--- src/common/bsscx_pkg.sv ---
// Function
// RL1 - the bit-set instruction, prefix 01 then 01 with a 3-bit index and 7-bit address, sets that bit, keeps flags, takes one cycle.
// RL2 - when the tested bit of the skip-if-set test is zero the next instruction runs normally and the test takes one cycle.
// RL3 - when the tested bit is one the fetched next instruction is discarded and a no-operation cycle runs instead, two cycles in all.
// RL4 - the skip-if-set test decodes from prefix 01 then 11 with index and address and changes no status flag.
// RL5 - a call first pushes its own program counter plus one onto the stack.
// RL6 - a call loads its 11-bit immediate into the low eleven program counter bits.
// RL7 - a call copies bits 4 and 3 of the high latch into program counter bits 12 and 11.
// RL8 - a call takes two cycles, the second doing nothing, and keeps all status flags.
// RL9 - the call opcode is recognised from top bits 100 with the low eleven bits as target.
// RL10 - the clear-register instruction writes zero into the addressed register in one cycle.
// RL11 - the clear-register instruction always sets the zero flag and no other flag.
// RL12 - the clear-register opcode decodes from upper pattern 00 0001 1 with a 7-bit address.
// RL13 - a single-cycle register instruction decodes in phase one, reads in two, computes in three and writes in four.
package bsscx_pkg;

  // ----------------------------------------------------------------
  // encodings
  // ----------------------------------------------------------------
  localparam logic [3:0]  BSSCX_OP_BITSET  = 4'h5;    // 01 01
  localparam logic [3:0]  BSSCX_OP_BITTEST = 4'h7;    // 01 11
  localparam logic [2:0]  BSSCX_OP_CALL    = 3'h4;    // 100
  localparam logic [6:0]  BSSCX_OP_CLEAR   = 7'h03;   // 00 0001 1
  localparam logic [7:0]  BSSCX_CLEAR_VAL  = 8'h00;
  localparam int          BSSCX_LATCH_LO   = 3;       // high latch field bits 4:3
  localparam logic [12:0] BSSCX_PC_RST     = 13'h0000;
  localparam logic [1:0]  BSSCX_PH_DECODE  = 2'h0;
  localparam logic [1:0]  BSSCX_PH_READ    = 2'h1;
  localparam logic [1:0]  BSSCX_PH_PROC    = 2'h2;
  localparam logic [1:0]  BSSCX_PH_WRITE   = 2'h3;

  typedef enum logic [1:0] {BSSCX_XT_NONE, BSSCX_XT_SKIP, BSSCX_XT_CALL} bsscx_extra_t;

  // register-file write request
  typedef struct packed {
    logic       en;
    logic [6:0] addr;
    logic [7:0] data;
  } bsscx_wr_t;

  // stack push request
  typedef struct packed {
    logic        en;
    logic [12:0] addr;
  } bsscx_push_t;

endpackage : bsscx_pkg

--- src/core/bsscx_core.sv ---
`timescale 1ns/1ps
module bsscx_core
(
  // clock and reset
  input  wire logic                  clk,
  input  wire logic                  srst,
  // instruction fetch side
  input  wire logic [13:0]           instr,
  input  wire logic                  instr_valid,
  input  wire logic [4:0]            pc_high_latch,
  // register file read port, answered in the same phase
  output logic      [6:0]            rd_addr,
  input  wire logic [7:0]            rd_data,
  // results
  output bsscx_pkg::bsscx_wr_t       wr,
  output bsscx_pkg::bsscx_push_t     push,
  output logic      [12:0]           pc,
  output logic                       zero_set,
  output logic      [1:0]            phase,
  output logic                       nop_cycle
);
  import bsscx_pkg::*;

  // ----------------------------------------------------------------
  // decode
  // ----------------------------------------------------------------
  logic [1:0]   phase_reg;
  logic [1:0]   phase_next;
  logic [13:0]  ir_reg;
  logic [13:0]  ir_next;
  logic [12:0]  pc_reg;
  logic [12:0]  pc_next;
  logic [7:0]   data_reg;
  logic [7:0]   data_next;
  bsscx_extra_t extra_reg;
  bsscx_extra_t extra_next;
  bsscx_wr_t    wr_reg;
  bsscx_wr_t    wr_next;
  bsscx_push_t  push_reg;
  bsscx_push_t  push_next;
  logic         zero_reg;
  logic         zero_next;

  // instruction decode; every decode is masked while a dropped word sits in ir
  wire         in_nop    = (extra_reg != BSSCX_XT_NONE);
  wire         call_tail = (extra_reg == BSSCX_XT_CALL);                  // [RL6]
  wire         is_bitset = !in_nop && ir_reg[13:10] == BSSCX_OP_BITSET;      // [RL1]
  wire         is_test   = !in_nop && ir_reg[13:10] == BSSCX_OP_BITTEST;     // [RL4]
  wire         is_call   = !in_nop && ir_reg[13:11] == BSSCX_OP_CALL;        // [RL9]
  wire         is_clear  = !in_nop && ir_reg[13:7] == BSSCX_OP_CLEAR;        // [RL12]
  wire [2:0]   bit_idx   = ir_reg[9:7];
  wire [7:0]   bit_mask  = 8'h01 << bit_idx;
  wire         bit_hit   = |(data_reg & bit_mask);
  wire [12:0]  call_dest = {pc_high_latch[BSSCX_LATCH_LO+1:BSSCX_LATCH_LO], ir_reg[10:0]}; // [RL6] [RL7]
  wire         cyc_end   = (phase_reg == BSSCX_PH_WRITE);

  // ----------------------------------------------------------------
  // sequencer
  // ----------------------------------------------------------------
  // phase sequencer and per-phase work; the skip and call second cycles
  // do nothing in any phase, so the fetched word is simply dropped there
  always_comb
  begin
    phase_next = phase_reg + 2'h1;
    ir_next    = ir_reg;
    pc_next    = pc_reg;
    data_next  = data_reg;
    extra_next = extra_reg;
    wr_next    = '0;
    push_next  = '0;
    zero_next  = 1'b0;
    case (phase_reg)
      BSSCX_PH_DECODE: ;
      BSSCX_PH_READ:   data_next = rd_data;                                 // [RL13]
      BSSCX_PH_PROC:
      begin
        if (is_bitset)
          data_next = data_reg | bit_mask;                                  // [RL1]
        else if (is_clear)
          data_next = BSSCX_CLEAR_VAL;                                      // [RL10]
      end
      BSSCX_PH_WRITE:
      begin
        wr_next.en   = is_bitset || is_clear;                               // [RL13]
        wr_next.addr = ir_reg[6:0];
        wr_next.data = data_reg;
        zero_next    = is_clear;                                            // [RL11]
        push_next.en   = is_call;                                           // [RL5]
        push_next.addr = pc_reg + 13'h0001;
        if (is_call)
        begin
          pc_next    = call_dest;                                           // [RL6] [RL7]
          extra_next = BSSCX_XT_CALL;                                       // [RL8]
        end
        else
        begin
          // after a call the target is the next address to run, so the
          // idle second cycle must not step past it
          pc_next    = call_tail ? pc_reg : pc_reg + 13'h0001;              // [RL6] [RL8]
          extra_next = (is_test && bit_hit) ? BSSCX_XT_SKIP : BSSCX_XT_NONE; // [RL2] [RL3]
        end
        ir_next = instr_valid ? instr : 14'h0000;
      end
      default: phase_next = BSSCX_PH_DECODE;
    endcase
  end

  // ----------------------------------------------------------------
  // registers
  // ----------------------------------------------------------------
  // state registers
  always_ff @(posedge clk)
  begin
    if (srst)
    begin
      phase_reg <= BSSCX_PH_DECODE;
      ir_reg    <= 14'h0000;
      pc_reg    <= BSSCX_PC_RST;
      data_reg  <= 8'h00;
      extra_reg <= BSSCX_XT_NONE;
      wr_reg    <= '0;
      push_reg  <= '0;
      zero_reg  <= 1'b0;
    end
    else
    begin
      phase_reg <= phase_next;
      ir_reg    <= ir_next;
      pc_reg    <= pc_next;
      data_reg  <= data_next;
      extra_reg <= extra_next;
      wr_reg    <= wr_next;
      push_reg  <= push_next;
      zero_reg  <= zero_next;
    end
  end

  // ----------------------------------------------------------------
  // outputs
  // ----------------------------------------------------------------
  // outputs; flags other than zero are never touched by this block
  // nop_cycle is decoded from a flop, so it stands for the whole cycle
  assign rd_addr   = ir_reg[6:0];
  assign wr        = wr_reg;
  assign push      = push_reg;
  assign pc        = pc_reg;
  assign zero_set  = zero_reg;
  assign phase     = phase_reg;
  assign nop_cycle = in_nop;

  // ----------------------------------------------------------------
  // checks
  // ----------------------------------------------------------------
  skip_takes_nop_a: assert property (@(posedge clk) disable iff (srst) // [RL3]
    (cyc_end && is_test && bit_hit) |=> nop_cycle [*4])
    else $error("skip did not insert a nop cycle");
  noskip_runs_a: assert property (@(posedge clk) disable iff (srst) // [RL2]
    (cyc_end && is_test && !bit_hit) |=> !nop_cycle)
    else $error("clear bit still skipped");
  call_push_a: assert property (@(posedge clk) disable iff (srst) // [RL5]
    (cyc_end && is_call) |=> push.en && push.addr == $past(pc_reg) + 13'h0001)
    else $error("call pushed wrong return address");
  call_target_a: assert property (@(posedge clk) disable iff (srst) // [RL6]
    (cyc_end && is_call) |=> pc[10:0] == $past(ir_reg[10:0]))
    else $error("call target low bits wrong");
  call_upper_a: assert property (@(posedge clk) disable iff (srst) // [RL7]
    (cyc_end && is_call) |=> pc[12:11] == $past(pc_high_latch[4:3]))
    else $error("call upper bits wrong");
  call_idle_a: assert property (@(posedge clk) disable iff (srst) // [RL8]
    (cyc_end && is_call) |=> (nop_cycle && !wr.en && !zero_set) [*4])
    else $error("call second cycle not idle");
  clear_write_a: assert property (@(posedge clk) disable iff (srst) // [RL10]
    (cyc_end && is_clear) |=> wr.en && wr.data == BSSCX_CLEAR_VAL)
    else $error("clear did not write zero");
  clear_zero_a: assert property (@(posedge clk) disable iff (srst) // [RL11]
    zero_set |-> $past(is_clear))
    else $error("zero flag set without clear");
  bitset_write_a: assert property (@(posedge clk) disable iff (srst) // [RL1]
    (cyc_end && is_bitset) |=> wr.en && wr.data[$past(bit_idx)] && !zero_set)
    else $error("bit set wrong");
  write_phase_a: assert property (@(posedge clk) disable iff (srst) // [RL13]
    wr.en |-> phase == BSSCX_PH_DECODE)
    else $error("write outside phase four");
  test_noflag_a: assert property (@(posedge clk) disable iff (srst) // [RL4]
    (cyc_end && is_test) |=> !wr.en && !zero_set)
    else $error("bit test changed state");
  call_decode_a: assert property (@(posedge clk) disable iff (srst) // [RL9]
    push.en |-> $past(ir_reg[13:11]) == BSSCX_OP_CALL)
    else $error("push without call opcode");
  clear_decode_a: assert property (@(posedge clk) disable iff (srst) // [RL12]
    zero_set |-> $past(ir_reg[13:7]) == BSSCX_OP_CLEAR)
    else $error("zero flag without clear opcode");

  // ----------------------------------------------------------------
  // checks on the phases, the program counter, the merged byte, the discarded word and the write addresses
  // ----------------------------------------------------------------
  // the read port is combinational, so the byte must be captured at the
  // read-phase edge; a late capture would leave the process phase working on the old byte
  read_phase_a: assert property (@(posedge clk) disable iff (srst) // [RL13]
    (phase == BSSCX_PH_PROC) |-> data_reg == $past(rd_data))
    else $error("register byte not captured in read phase");
  phase_wrap_a: assert property (@(posedge clk) disable iff (srst) // [RL13]
    (phase == BSSCX_PH_WRITE) |=> phase == BSSCX_PH_DECODE)
    else $error("phase did not wrap after write");
  bitset_merge_a: assert property (@(posedge clk) disable iff (srst) // [RL1]
    (phase == BSSCX_PH_PROC && is_bitset) |=> data_reg == ($past(data_reg) | $past(bit_mask)))
    else $error("bit set disturbed other bits");
  nop_quiet_a: assert property (@(posedge clk) disable iff (srst) // [RL3]
    (cyc_end && in_nop) |=> !wr.en && !push.en && !zero_set)
    else $error("discarded word had an effect");
  skip_pc_a: assert property (@(posedge clk) disable iff (srst) // [RL3]
    (cyc_end && extra_reg == BSSCX_XT_SKIP) |=> pc == $past(pc) + 13'h0001)
    else $error("skip cycle did not step the program counter");
  test_pc_a: assert property (@(posedge clk) disable iff (srst) // [RL2]
    (cyc_end && is_test && !bit_hit) |=> pc == $past(pc) + 13'h0001)
    else $error("clear bit test did not step the program counter");
  call_land_a: assert property (@(posedge clk) disable iff (srst) // [RL6]
    (cyc_end && call_tail) |=> $stable(pc))
    else $error("program counter left the call target");
  clear_addr_a: assert property (@(posedge clk) disable iff (srst) // [RL10]
    (cyc_end && is_clear) |=> wr.addr == $past(ir_reg[6:0]))
    else $error("clear wrote the wrong register");
  bitset_addr_a: assert property (@(posedge clk) disable iff (srst) // [RL1]
    (cyc_end && is_bitset) |=> wr.addr == $past(ir_reg[6:0]) && !push.en)
    else $error("bit set wrote the wrong register");

endmodule : bsscx_core

--- config.mk ---
export PLATFORM = sky130hd
export DESIGN_NAME = bsscx_core
export DESIGN_NICKNAME = d
export VERILOG_FILES = /design/src/common/bsscx_pkg.sv /design/src/core/bsscx_core.sv
export SDC_FILE = /design/constraint.sdc
export NUM_CORES = 1
export LEC_CHECK = 0
export BUFFER_PORTS_ARGS = -buffer_cell sky130_fd_sc_hd__buf_2
export CAP_MARGIN = 40
export CORE_ASPECT_RATIO = 1.75
export CORE_MARGIN = 2
export CORE_UTILIZATION = 45
export DETAILED_ROUTE_END_ITERATION = 7
export GPL_ROUTABILITY_DRIVEN = 0
export PLACE_DENSITY = 0.7
export SLEW_MARGIN = 20
export SYNTH_ARGS = -nofsm -noshare
export SYNTH_HDL_FRONTEND = slang
export SYNTH_SLANG_ARGS = --single-unit
--- constraint.sdc ---
create_clock -name clk -period 4 [get_ports clk]
set_clock_uncertainty 0.15 [all_clocks]
set_input_delay 0 -clock clk [delete_from_list [all_inputs] [get_ports clk]]
set_output_delay 0 -clock clk [all_outputs]
set_load 0.02 [all_outputs]
==> results by group, run 1 <==
Run status
  – Status: finished, final reports clean

Synthesis
  – Mapped Avg Cell Area: about 9.1 um2
  – Mapped Nets: roughly 360
  – Top-count cell post-synth: dfxtp_1
  – Post-synth EDFFs: 0
  – Top FF cell, synth: dfxtp_1
  – Async set or reset register ratio after synthesis: 0
  – Yosys cell types: between 50 and 60
  – Post-synthesis cell area: 3005 um2
  – Area share of the largest cell type after synthesis: 0.4663
  – Seq/Total Area, Yosys: 0.4663
  – Synth Warn #: 0
  – Commonest cells post-synth: dfxtp_1, nor2_1, and3_1
  – Synthesized flop and latch total: 70
  – Synth area leader: dfxtp_1
  – Synth Instances: approximately 330
  – Synth top area cells: dfxtp_1, nor2_1, and3_1

Job
  – Max cap viols: 0

Global route
  – Vias in the first global route: around 2600
  – Initial antenna violation count: 0
  – Total track usage: 0.2200
  – First-pass GRT wire length: 12500 um
  – Gr ovfl total: 0
  – Largest net degree at the start of global routing: 33

Detailed routing
  – Antenna-violating nets left: 0
  – WL final: between 7000 and 8000 um
  – Vias: 2778
  – DR iter-0 viols: 127
  – Wire per inst: roughly 15 um
  – DR vias/cell: 5.523
  – Post-route DRC: 0
  – First-pass DRT Iterations: 4

Critical path
  – CP Max Fanout: 18
  – Nature of the critical path endpoint: flop
  – Worst reg2reg path depth: 4
  – CP required: 4070 ps
  – Crit path capture: pc[9]
  – RR Startpoint: extra_reg[0]
  – Arr. time, crit path: 2540 ps
  – Reg2Reg Setup Slack: 1530 ps
  – Startpoint Class: flop
  – WS Path Type: reg -> reg
  – Worst Setup SP: extra_reg[0]
  – Worst r2r dst: pc[9]

Floorplan
  – Initial core utilization: 0.4631
  – # rows: 39
  – Placeable Area: 6490 um2
  – Die area: around 7400 um2
  – Die W: 65.78 um
  – IO Pins: 84
  – Die Span Y: 112.1 um

Finish
  – Filler Cell Count: 566
  – Post-synthesis to final-layout area growth: 29.73%
  – Layout cells sized above 1: 0.2304
  – Final nets: 451
  – Max reg flops: 16
  – ANT cells: 0

STA
  – Slew HR: 0.4249
  – Final Max Tran Viols: 0
  – Final worst setup slack: 1534 ps
  – Hold Slack: between 15 and 20 ps
  – RSZ-0062 raised after global routing: no
  – Fin crit share: 0.6165
  – Finish-stage setup viols: 0
  – Final min period: 2466 ps
  – Setup TNS: 0 ps
  – Final Hold Fails: 0
  – Max Clock Freq: 405.5 MHz
  – Worst slew pin tran: 856.3 ps

Clocking
  – Num CTS Buffers: 9
  – CTS tree: built
  – Maximum clock path buffer count: 2
  – Root Buffer: clkbuf_16
  – H-tree depth: 3
  – Cts hold-fix bufs: 24
  – Clock latency on the worst-skew pair: 330 ps
  – Setup bufs post-CTS: 0
  – CTS resizes: 0
  – CTS clk-pin slew, worst paths: 60 ps
  – Clock sink count: 70

Place
  – PortBufs: 80
  – Post-place setup slack: 1586 ps
  – Post-DP HPWL: 5136 um

Min path
  – Hold Path Class: in -> reg
  – Worst hold start: srst

Power
  – Leakage: 1.661 nW
  – Power consumption: 0.001608 W
  – P per Cell Area: 412.4 nW/um2
  – Worst VDD drop: 0.2691 mV
## cells in the final DEF, fill, tap and decap left out, types with 5 or more instances in the layout
cell           Yosys  final
buf_2              2     80
dfxtp_1           70     70
nor2_1            37     37
dlygate4sd3_1      0     24
and3_1            21     21
a21oi_1           17     17
nand3_1           16     16
a22oi_1           14     14
inv_1             13     13
nand2_1           12     12
o21ai_0           12     12
a22o_1            10     10
clkbuf_16          0      9
xnor2_1            8      8
o2bb2ai_1          6      6
nand2b_1           5      5
## cells by family after synthesis
| group | after synthesis | share of synthesized area |
|---|---|---|
| AOI/OAI and AO/OA | 85 | 0.2102 |
| muxes | 3 | 0.009992 |
| buffers and inverters | 41 | 0.06328 |
| xor gates and xnor gates | 9 | 0.02623 |
| and+or+nand+nor | 117 | 0.2073 |
| adders and majority gates | 4 | 0.01665 |
| DFF | 70 | 0.4663 |
## per-stage QoR
| step | instances | area (um2) | utilization |
|---|---|---|---|
| 2_1_floorplan | 329 | 3005 | - |
| 3_3_place_gp | 464 | 3371 | 0.5194 |
| 3_5_place_dp | 464 | 3371 | 0.5194 |
| 4_1_cts | 503 | 3899 | 0.6007 |
| 5_1_grt | 503 | 3899 | 0.6007 |
| 6_report | 503 | 3899 | 0.6007 |
## critical path, cell delays in order (launching register included)
cell and delay, ps:
dfxtp_1 360, nor4_4 790, and2_1 590, o21ai_0 170
a32o_1 280
## how the worst min path moves through the flow
stage | to | slack [ps] | cells past startpoint
floorplan | ir_reg[0] | -6 | 2
global placement | ir_reg[12] | 80 | 3
detailed placement | ir_reg[12] | 90 | 3
CTS | phase[1] | 20 | 2
global route | ir_reg[3] | 60 | 2
finish | phase[1] | 20 | 2
## power breakdown
part | internal, W | leakage [nW] | switching [W]
clock | 0.000484 | 0.142 | 0.000270
sequential | 0.000714 | 0.566 | 0.0000161
combinational | 0.0000569 | 0.953 | 0.0000670
total | 0.00125 | 1.66 | 0.000353
## cell type report
| class | count | area, um2 | share of cell area |
|---|---|---|---|
| timing repair buffer | 104 | 640.6 | 0.1643 |
| sequential | 70 | 1401 | 0.3594 |
| inverter | 14 | 52.55 | 0.01348 |
| clock buffer | 15 | 287.8 | 0.07381 |
| multi-input combinational | 218 | 1414 | 0.3626 |
| tap | 82 | 102.6 | 0.02632 |
## per-layer routing
| layer | routed length [um] | GRT usage | share of wire | up-vias |
|---|---|---|---|---|
| li1 | - | - | - | 1368 |
| met1 | 3017 | 0.2618 | 0.40 | 1316 |
| met2 | 3971 | 0.3630 | 0.52 | 80 |
| met3 | 400 | 0.05110 | 0.053 | 14 |
| met4 | 174 | 0.1097 | 0.023 | 0 |
| met5 | 0 | 0 | 0 | - |
(Power assumes the default switching activity.)
==> run 2: changes to the inputs <==
==> constraint.sdc (replaced) <==
create_clock -name clk -period 2.5 [get_ports clk]
set_clock_uncertainty 0.15 [all_clocks]
set_input_delay 0 -clock clk [delete_from_list [all_inputs] [get_ports clk]]
set_output_delay 0 -clock clk [all_outputs]
set_load 0.02 [all_outputs]
==> run 2 against run 1 <==
  * Maximum frequency rose by 16%
  * Hold slack improved by 10 ps
  * Register-to-register slack got worse by 1200 ps
  * Via count rose by 2.6%
  * Global-route usage fell by 0.16 points
  * Utilization rose by 0.62 points
  * Largest power group is now registers
  * Sequential power rose by 60%
  * Largest cell class unchanged
  * Wire length rose by 2.1%
==> results by group, run 2 (same netlist as run 1, synthesis figures left out) <==
Critical path
  – Reg2Reg Setup Slack: 380 ps
  – Startpoint Class: flop
  – Crit path capture: pc[8]
  – CP Max Fanout: 8
  – Arr. time, crit path: 2200 ps
  – CP required: around 2600 ps
  – Worst r2r dst: pc[8]
  – RR Startpoint: pc[0]
  – Worst Setup SP: pc[0]
  – WS Path Type: reg -> reg
  – Worst reg2reg path depth: 5
  – Nature of the critical path endpoint: flop

Detailed routing
  – WL final: 7724 um
  – First-pass DRT Iterations: 5
  – DR vias/cell: 5.599
  – Wire per inst: 15.17 um
  – DR iter-0 viols: 185
  – Vias: between 2000 and 3000
  – Antenna-violating nets left: 0
  – Post-route DRC: 0

Job
  – Max cap viols: 0

Finish
  – Post-synthesis to final-layout area growth: 31.06%
  – Most frequent cells in the layout: buf_2, dfxtp_1, nor2_1
  – Layout cells sized above 1: 0.2436
  – Post-layout util: 0.6069
  – ANT cells: 0
  – Final nets: 458
  – Leading cell type in the layout, fill and taps excluded: buf_2
  – Max reg flops: 16

STA
  – Slew HR: 0.5243
  – Final min period: between 2000 and 2500 ps
  – Worst slew pin tran: 713.1 ps
  – Final Max Tran Viols: 0
  – RSZ-0062 raised after global routing: no
  – Setup TNS: 0 ps
  – Max Clock Freq: ~470 MHz
  – Finish-stage setup viols: 0
  – Fin crit share: 0.8497
  – Final worst setup slack: 375.7 ps
  – Final Hold Fails: 0

Clocking
  – CTS tree: built
  – H-tree depth: 3
  – Clock sink count: 70
  – CTS clk-pin slew, worst paths: 50 ps
  – Root Buffer: clkbuf_16
  – Num CTS Buffers: 9
  – Maximum clock path buffer count: 2
  – Clock latency on the worst-skew pair: approximately 330 ps

Power
  – Clk network pwr share: 0.460
  – Sequential share of power: 0.458
  – Sw Ratio: 0.2228
  – P per Cell Area: between 600 and 700 nW/um2
  – Switching pwr: 0.0005669 W
  – Gate power share: 0.081
  – P_int: between 0.0015 and 0.002 W
  – Worst VDD drop: 0.4935 mV
  – Leakage: around 1.7 nW

Place
  – Post-place setup slack: 386.8 ps
  – PortBufs: 80
  – Post-DP HPWL: 5337 um

Floorplan
  – Die W: around 66 um
  – Die area: between 7000 and 8000 um2
  – Die Span Y: 112.1 um
  – # rows: 39
  – Placeable Area: around 6500 um2
  – IO Pins: 84
  – Initial core utilization: 0.4631

Run status
  – Status: finished, final reports clean

Global route
  – Total track usage: 0.2184
  – Initial antenna violation count: 0
  – Largest net degree at the start of global routing: 32
  – First-pass GRT wire length: 12500 um
  – Vias in the first global route: 2616
  – Gr ovfl total: 0

Min path
  – Hold Path Class: in -> reg
## run 2: cell count changes in the layout (fill, tap and decap cells not counted)
cell,before,now
clkinv_2,0,1
clkbuf_8,4,3
buf_4,0,7
clkbuf_1,2,1
## run 2: critical path: stages, from the launching register on
cell	delay [ps]
dfxtp_1	450
ha_1	260
nand3_1	280
nor3_1	430
o21ai_0	160
a32o_1	290
## run 2: per-stage QoR
step / std cells / hold slack, ps / area [um2] / power [W]
4_1_cts: 509 / 22.58 / 3939 / 0.002559
5_1_grt: 509 / 48.41 / 3939 / 0.002628
3_5_place_dp: 471 / 90.77 / 3423 / 0.001366
3_3_place_gp: 471 / 78.60 / 3423 / 0.001362
2_1_floorplan: 329 / -5.920 / 3005 / 0.001301
6_report: 509 / 27.06 / 3939 / 0.002545
## run 2: repair_timing
item                                   CTS  global route
gates resized for setup                  0             0
setup endpoints to repair                0             0
buffers inserted                         0             0
endpoints found under the hold margin   24             0
hold buffers                            24             0
## run 2: layer usage
layer	routed length, um	share of wire	global-route usage
met5	0	0	0
met4	191	0.025	0.1042
met3	365	0.047	0.03206
met2	4101	0.53	0.3690
met1	3066	0.40	0.2660
## run 2: worst min-delay path by stage
stage | start | endpoint | slack, ps | cells after the start
floorplan | instr[0] | ir_reg[0] | -6 | 2
global placement | instr[6] | ir_reg[6] | 80 | 3
detailed placement | instr[11] | ir_reg[11] | 90 | 3
CTS | srst | phase[0] | 20 | 3
global route | srst | phase[0] | 50 | 3
finish | srst | phase[0] | 30 | 3
## run 2: area by class of cell
cell class,count,area [um2]
fillers,578,2551
multi-input cells,218,1414
flip-flops and latches,70,1401
repair buffers,111,693.2
clock buffers,13,270.3
well taps,82,102.6
inverters,14,52.55
clock inverters,1,5.005
## run 2: power by group through the flow
stage | clock, W | combinational (W) | sequential [W]
2_1_floorplan | 0 | 0.000110 | 0.00119
3_3_place_gp | 0 | 0.000174 | 0.00119
3_5_place_dp | 0 | 0.000177 | 0.00119
4_1_cts | 0.00119 | 0.000206 | 0.00117
5_1_grt | 0.00123 | 0.000227 | 0.00117
6_report | 0.00117 | 0.000207 | 0.00117
==> run 3: changes to the inputs <==
--- a/config.mk
+++ b/config.mk
@@ -5,6 +5,7 @@
 export SDC_FILE = /design/constraint.sdc
 export NUM_CORES = 1
 export LEC_CHECK = 0
+export ABC_AREA = 1
 export BUFFER_PORTS_ARGS = -buffer_cell sky130_fd_sc_hd__buf_2
 export CAP_MARGIN = 40
 export CORE_ASPECT_RATIO = 1.75
==> constraint.sdc (replaced) <==
create_clock -name clk -period 2 [get_ports clk]
set_clock_uncertainty 0.15 [all_clocks]
set_input_delay 0 -clock clk [delete_from_list [all_inputs] [get_ports clk]]
set_output_delay 0 -clock clk [all_outputs]
set_load 0.02 [all_outputs]
==> run 3 against run 2 <==
  * Largest power group is now the clock network
  * Critical endpoint is now ir_reg[9]
  * Hold slack better by 290 ps
  * Area after synthesis rose by 2.6%
  * Power grew 39%
  * Final cell count is 22% higher
  * Utilization increased by 3.5 points
  * Global-route usage is 0.62 points lower
  * Clock power increased by 41%
  * Highest routed layer unchanged
  * Clock-buffer cell count is 3 lower
  * First-iteration DRC count fell by 0.54%
  * Largest cell class is now registers
  * Combinational power up 83%
  * Wire length down 2.0%
==> results by group, run 3 <==
Run status
  – Status: finished, final reports clean

Critical path
  – CP required: 2110 ps
  – CP Max Fanout: 16
  – Startpoint Class: flop
  – Nature of the critical path endpoint: flop
  – WS Path Type: reg -> reg
  – Arr. time, crit path: 2000 ps

Finish
  – Final nets: 569
  – ANT cells: 0
  – Most frequent cells in the layout: nand2_1, buf_2, dfxtp_1
  – Post-synthesis to final-layout area growth: 37.26%
  – Multi-input combinational cell area: 1341 um2
  – Max reg flops: 16
  – Filler Cell Count: approximately 600
  – Leading cell type in the layout, fill and taps excluded: nand2_1
  – Sequential Area: 1401 um2
  – Layout cells sized above 1: 0.2323
  – Post-Layout Cell Count: 620

Floorplan
  – Placeable Area: 6588 um2
  – Initial core utilization: 0.4680
  – Die Span Y: about 110 um
  – Die area: 7555 um2
  – IO Pins: 84
  – Die W: 66.57 um
  – # rows: 39

Synthesis
  – Top FF cell, synth: dfxtp_1
  – Mapped Nets: 454
  – Synth Instances: 420
  – Async set or reset register ratio after synthesis: 0
  – Top-count cell post-synth: nand2_1
  – Mapped Avg Cell Area: 7.340 um2
  – Area share of the largest cell type after synthesis: 0.4545
  – Yosys cell types: 29
  – Seq/Total Area, Yosys: 0.4545
  – Commonest cells post-synth: nand2_1, dfxtp_1, nor2_1
  – Synth Warn #: 0
  – Post-synth EDFFs: 0
  – Post-synthesis cell area: 3083 um2
  – Synthesized flop and latch total: 70
  – Synth area leader: dfxtp_1
  – Synth top area cells: dfxtp_1, nand2_1, nor2_1

Min path
  – Hold Path Class: reg -> reg

Detailed routing
  – Met3 routed WL: slightly below 400 um
  – Post-route met1 wirelength: approximately 2900 um
  – Post-route DRC: 0
  – Top Layer Used: met4
  – DR vias/cell: ~5
  – Antenna-violating nets left: 0
  – WL final: 7571 um
  – Wire per inst: approximately 12 um
  – First-pass DRT Iterations: 6
  – Vias: a little over 3000
  – Met2 WL: 4159 um
  – DR iter-0 viols: 184

STA
  – Final Hold Fails: 0
  – Final Max Tran Viols: 0
  – Fin crit share: 0.9459
  – RSZ-0062 raised after global routing: no
  – Setup TNS: 0 ps
  – Max Clock Freq: 528.6 MHz
  – Finish-stage setup viols: 0
  – Final min period: around 1900 ps
  – Worst slew pin tran: 398.2 ps
  – Slew HR: 0.7342

Clocking
  – Clock sink count: 70
  – Num CTS Buffers: 9
  – Maximum clock path buffer count: 2
  – Setup bufs post-CTS: 0
  – CTS tree: built
  – Clock latency on the worst-skew pair: 330 ps
  – CTS clk-pin slew, worst paths: 50 ps
  – H-tree depth: 3
  – Root Buffer: clkbuf_16

Power
  – Worst VDD drop: 0.5098 mV
  – P per Cell Area: 833.1 nW/um2
  – Leakage: 1.943 nW

Global route
  – Vias in the first global route: 2844
  – Initial antenna violation count: 0
  – Gr ovfl total: 0
  – First-pass GRT wire length: 12360 um
  – Total track usage: 0.2122
  – Largest net degree at the start of global routing: 27

Place
  – Post-DP HPWL: 5182 um
  – Placed cells: ~570
  – PortBufs: 80

Job
  – Max cap viols: 0
run 3: cell types whose count changed in the layout (fill, tap and decap cells not counted), sizes merged, moves of 14 or more:
cell / delta
a21oi: +22
nor2: +24
nand2: +77
dlygate4sd3: +15
and3: -21
a22oi: -14
nand3: +17
inv: +35
run 3: what timing repair did:
item | 4_1_cts | 5_1_grt
hold buffers | 39 | 0
endpoints found under the setup margin | 0 | 3
endpoints found under the hold margin | 27 | 0
resized for setup | 0 | 1
run 3: critical path, cell delays in order, from the launching register on:
cell and delay [ps]:
dfxtp_1 390, ha_1 280, buf_6 190, nand3_1 100
dlygate4sd3_1 580, a21oi_1 130
run 3: worst paths after layout:
check / cells after the start / end / slack (ps) / startpoint
worst max register to register: 5 / ir_reg[9] / 110 / phase[0]
worst min-delay path: 2 / wr[9] / 320 / ir_reg[1]
worst min register to register: 2 / wr[9] / 320 / ir_reg[1]
worst max-delay path: 5 / ir_reg[9] / 110 / phase[0]
run 3: final cells by class:
class | instances | share of cell area
clock inverter | 4 | 0.01715
tap | 82 | 0.02425
inverter | 50 | 0.04554
clock buffer | 10 | 0.05648
multi-input combinational | 275 | 0.3170
sequential | 70 | 0.3312
timing repair buffer | 129 | 0.2085
run 3: report_power, final:
group	switching [W]	internal, W	total, W
registers	0.0000461	0.00145	0.00149
clock network	0.000547	0.00111	0.00165
logic	0.000220	0.000158	0.000378
total	0.000813	0.00271	0.00353
run 3: metal layers:
metal / global-route usage / vias to the layer above
met4: 0.09660 / 0
met2: 0.3800 / 90
li1: - / 1566
met5: 0 / -
met3: 0.04438 / 10
met1: 0.2326 / 1391
run 3: through the flow:
stage	hold WS, ps	util	power (W)	setup WS, ps	area (um2)
after floorplan	10.01	-	0.001755	270.6	3083
after global placement	119.3	0.5352	0.001847	362.9	3526
after detailed placement	122.0	0.5352	0.001856	300.9	3526
after CTS	325.2	0.6418	0.003549	151.6	4228
after global routing	344.2	0.6424	0.003655	6.712	4232
final	319.7	0.6424	0.003525	108.1	4232
run 3: cell families (layout without fill, tap and decap cells):
| family | count (synthesis) | in the layout | synth area share |
|---|---|---|---|
| flip-flops | 70 | 70 | 0.4545 |
| buffers and inverters | 75 | 193 | 0.1104 |
| AO/OA/AOI/OAI | 64 | 64 | 0.1088 |
| XOR/XNOR | 5 | 5 | 0.01420 |
| AND/OR/NAND/NOR | 202 | 202 | 0.2959 |
| adder cells (fa/ha/maj) | 4 | 4 | 0.01623 |
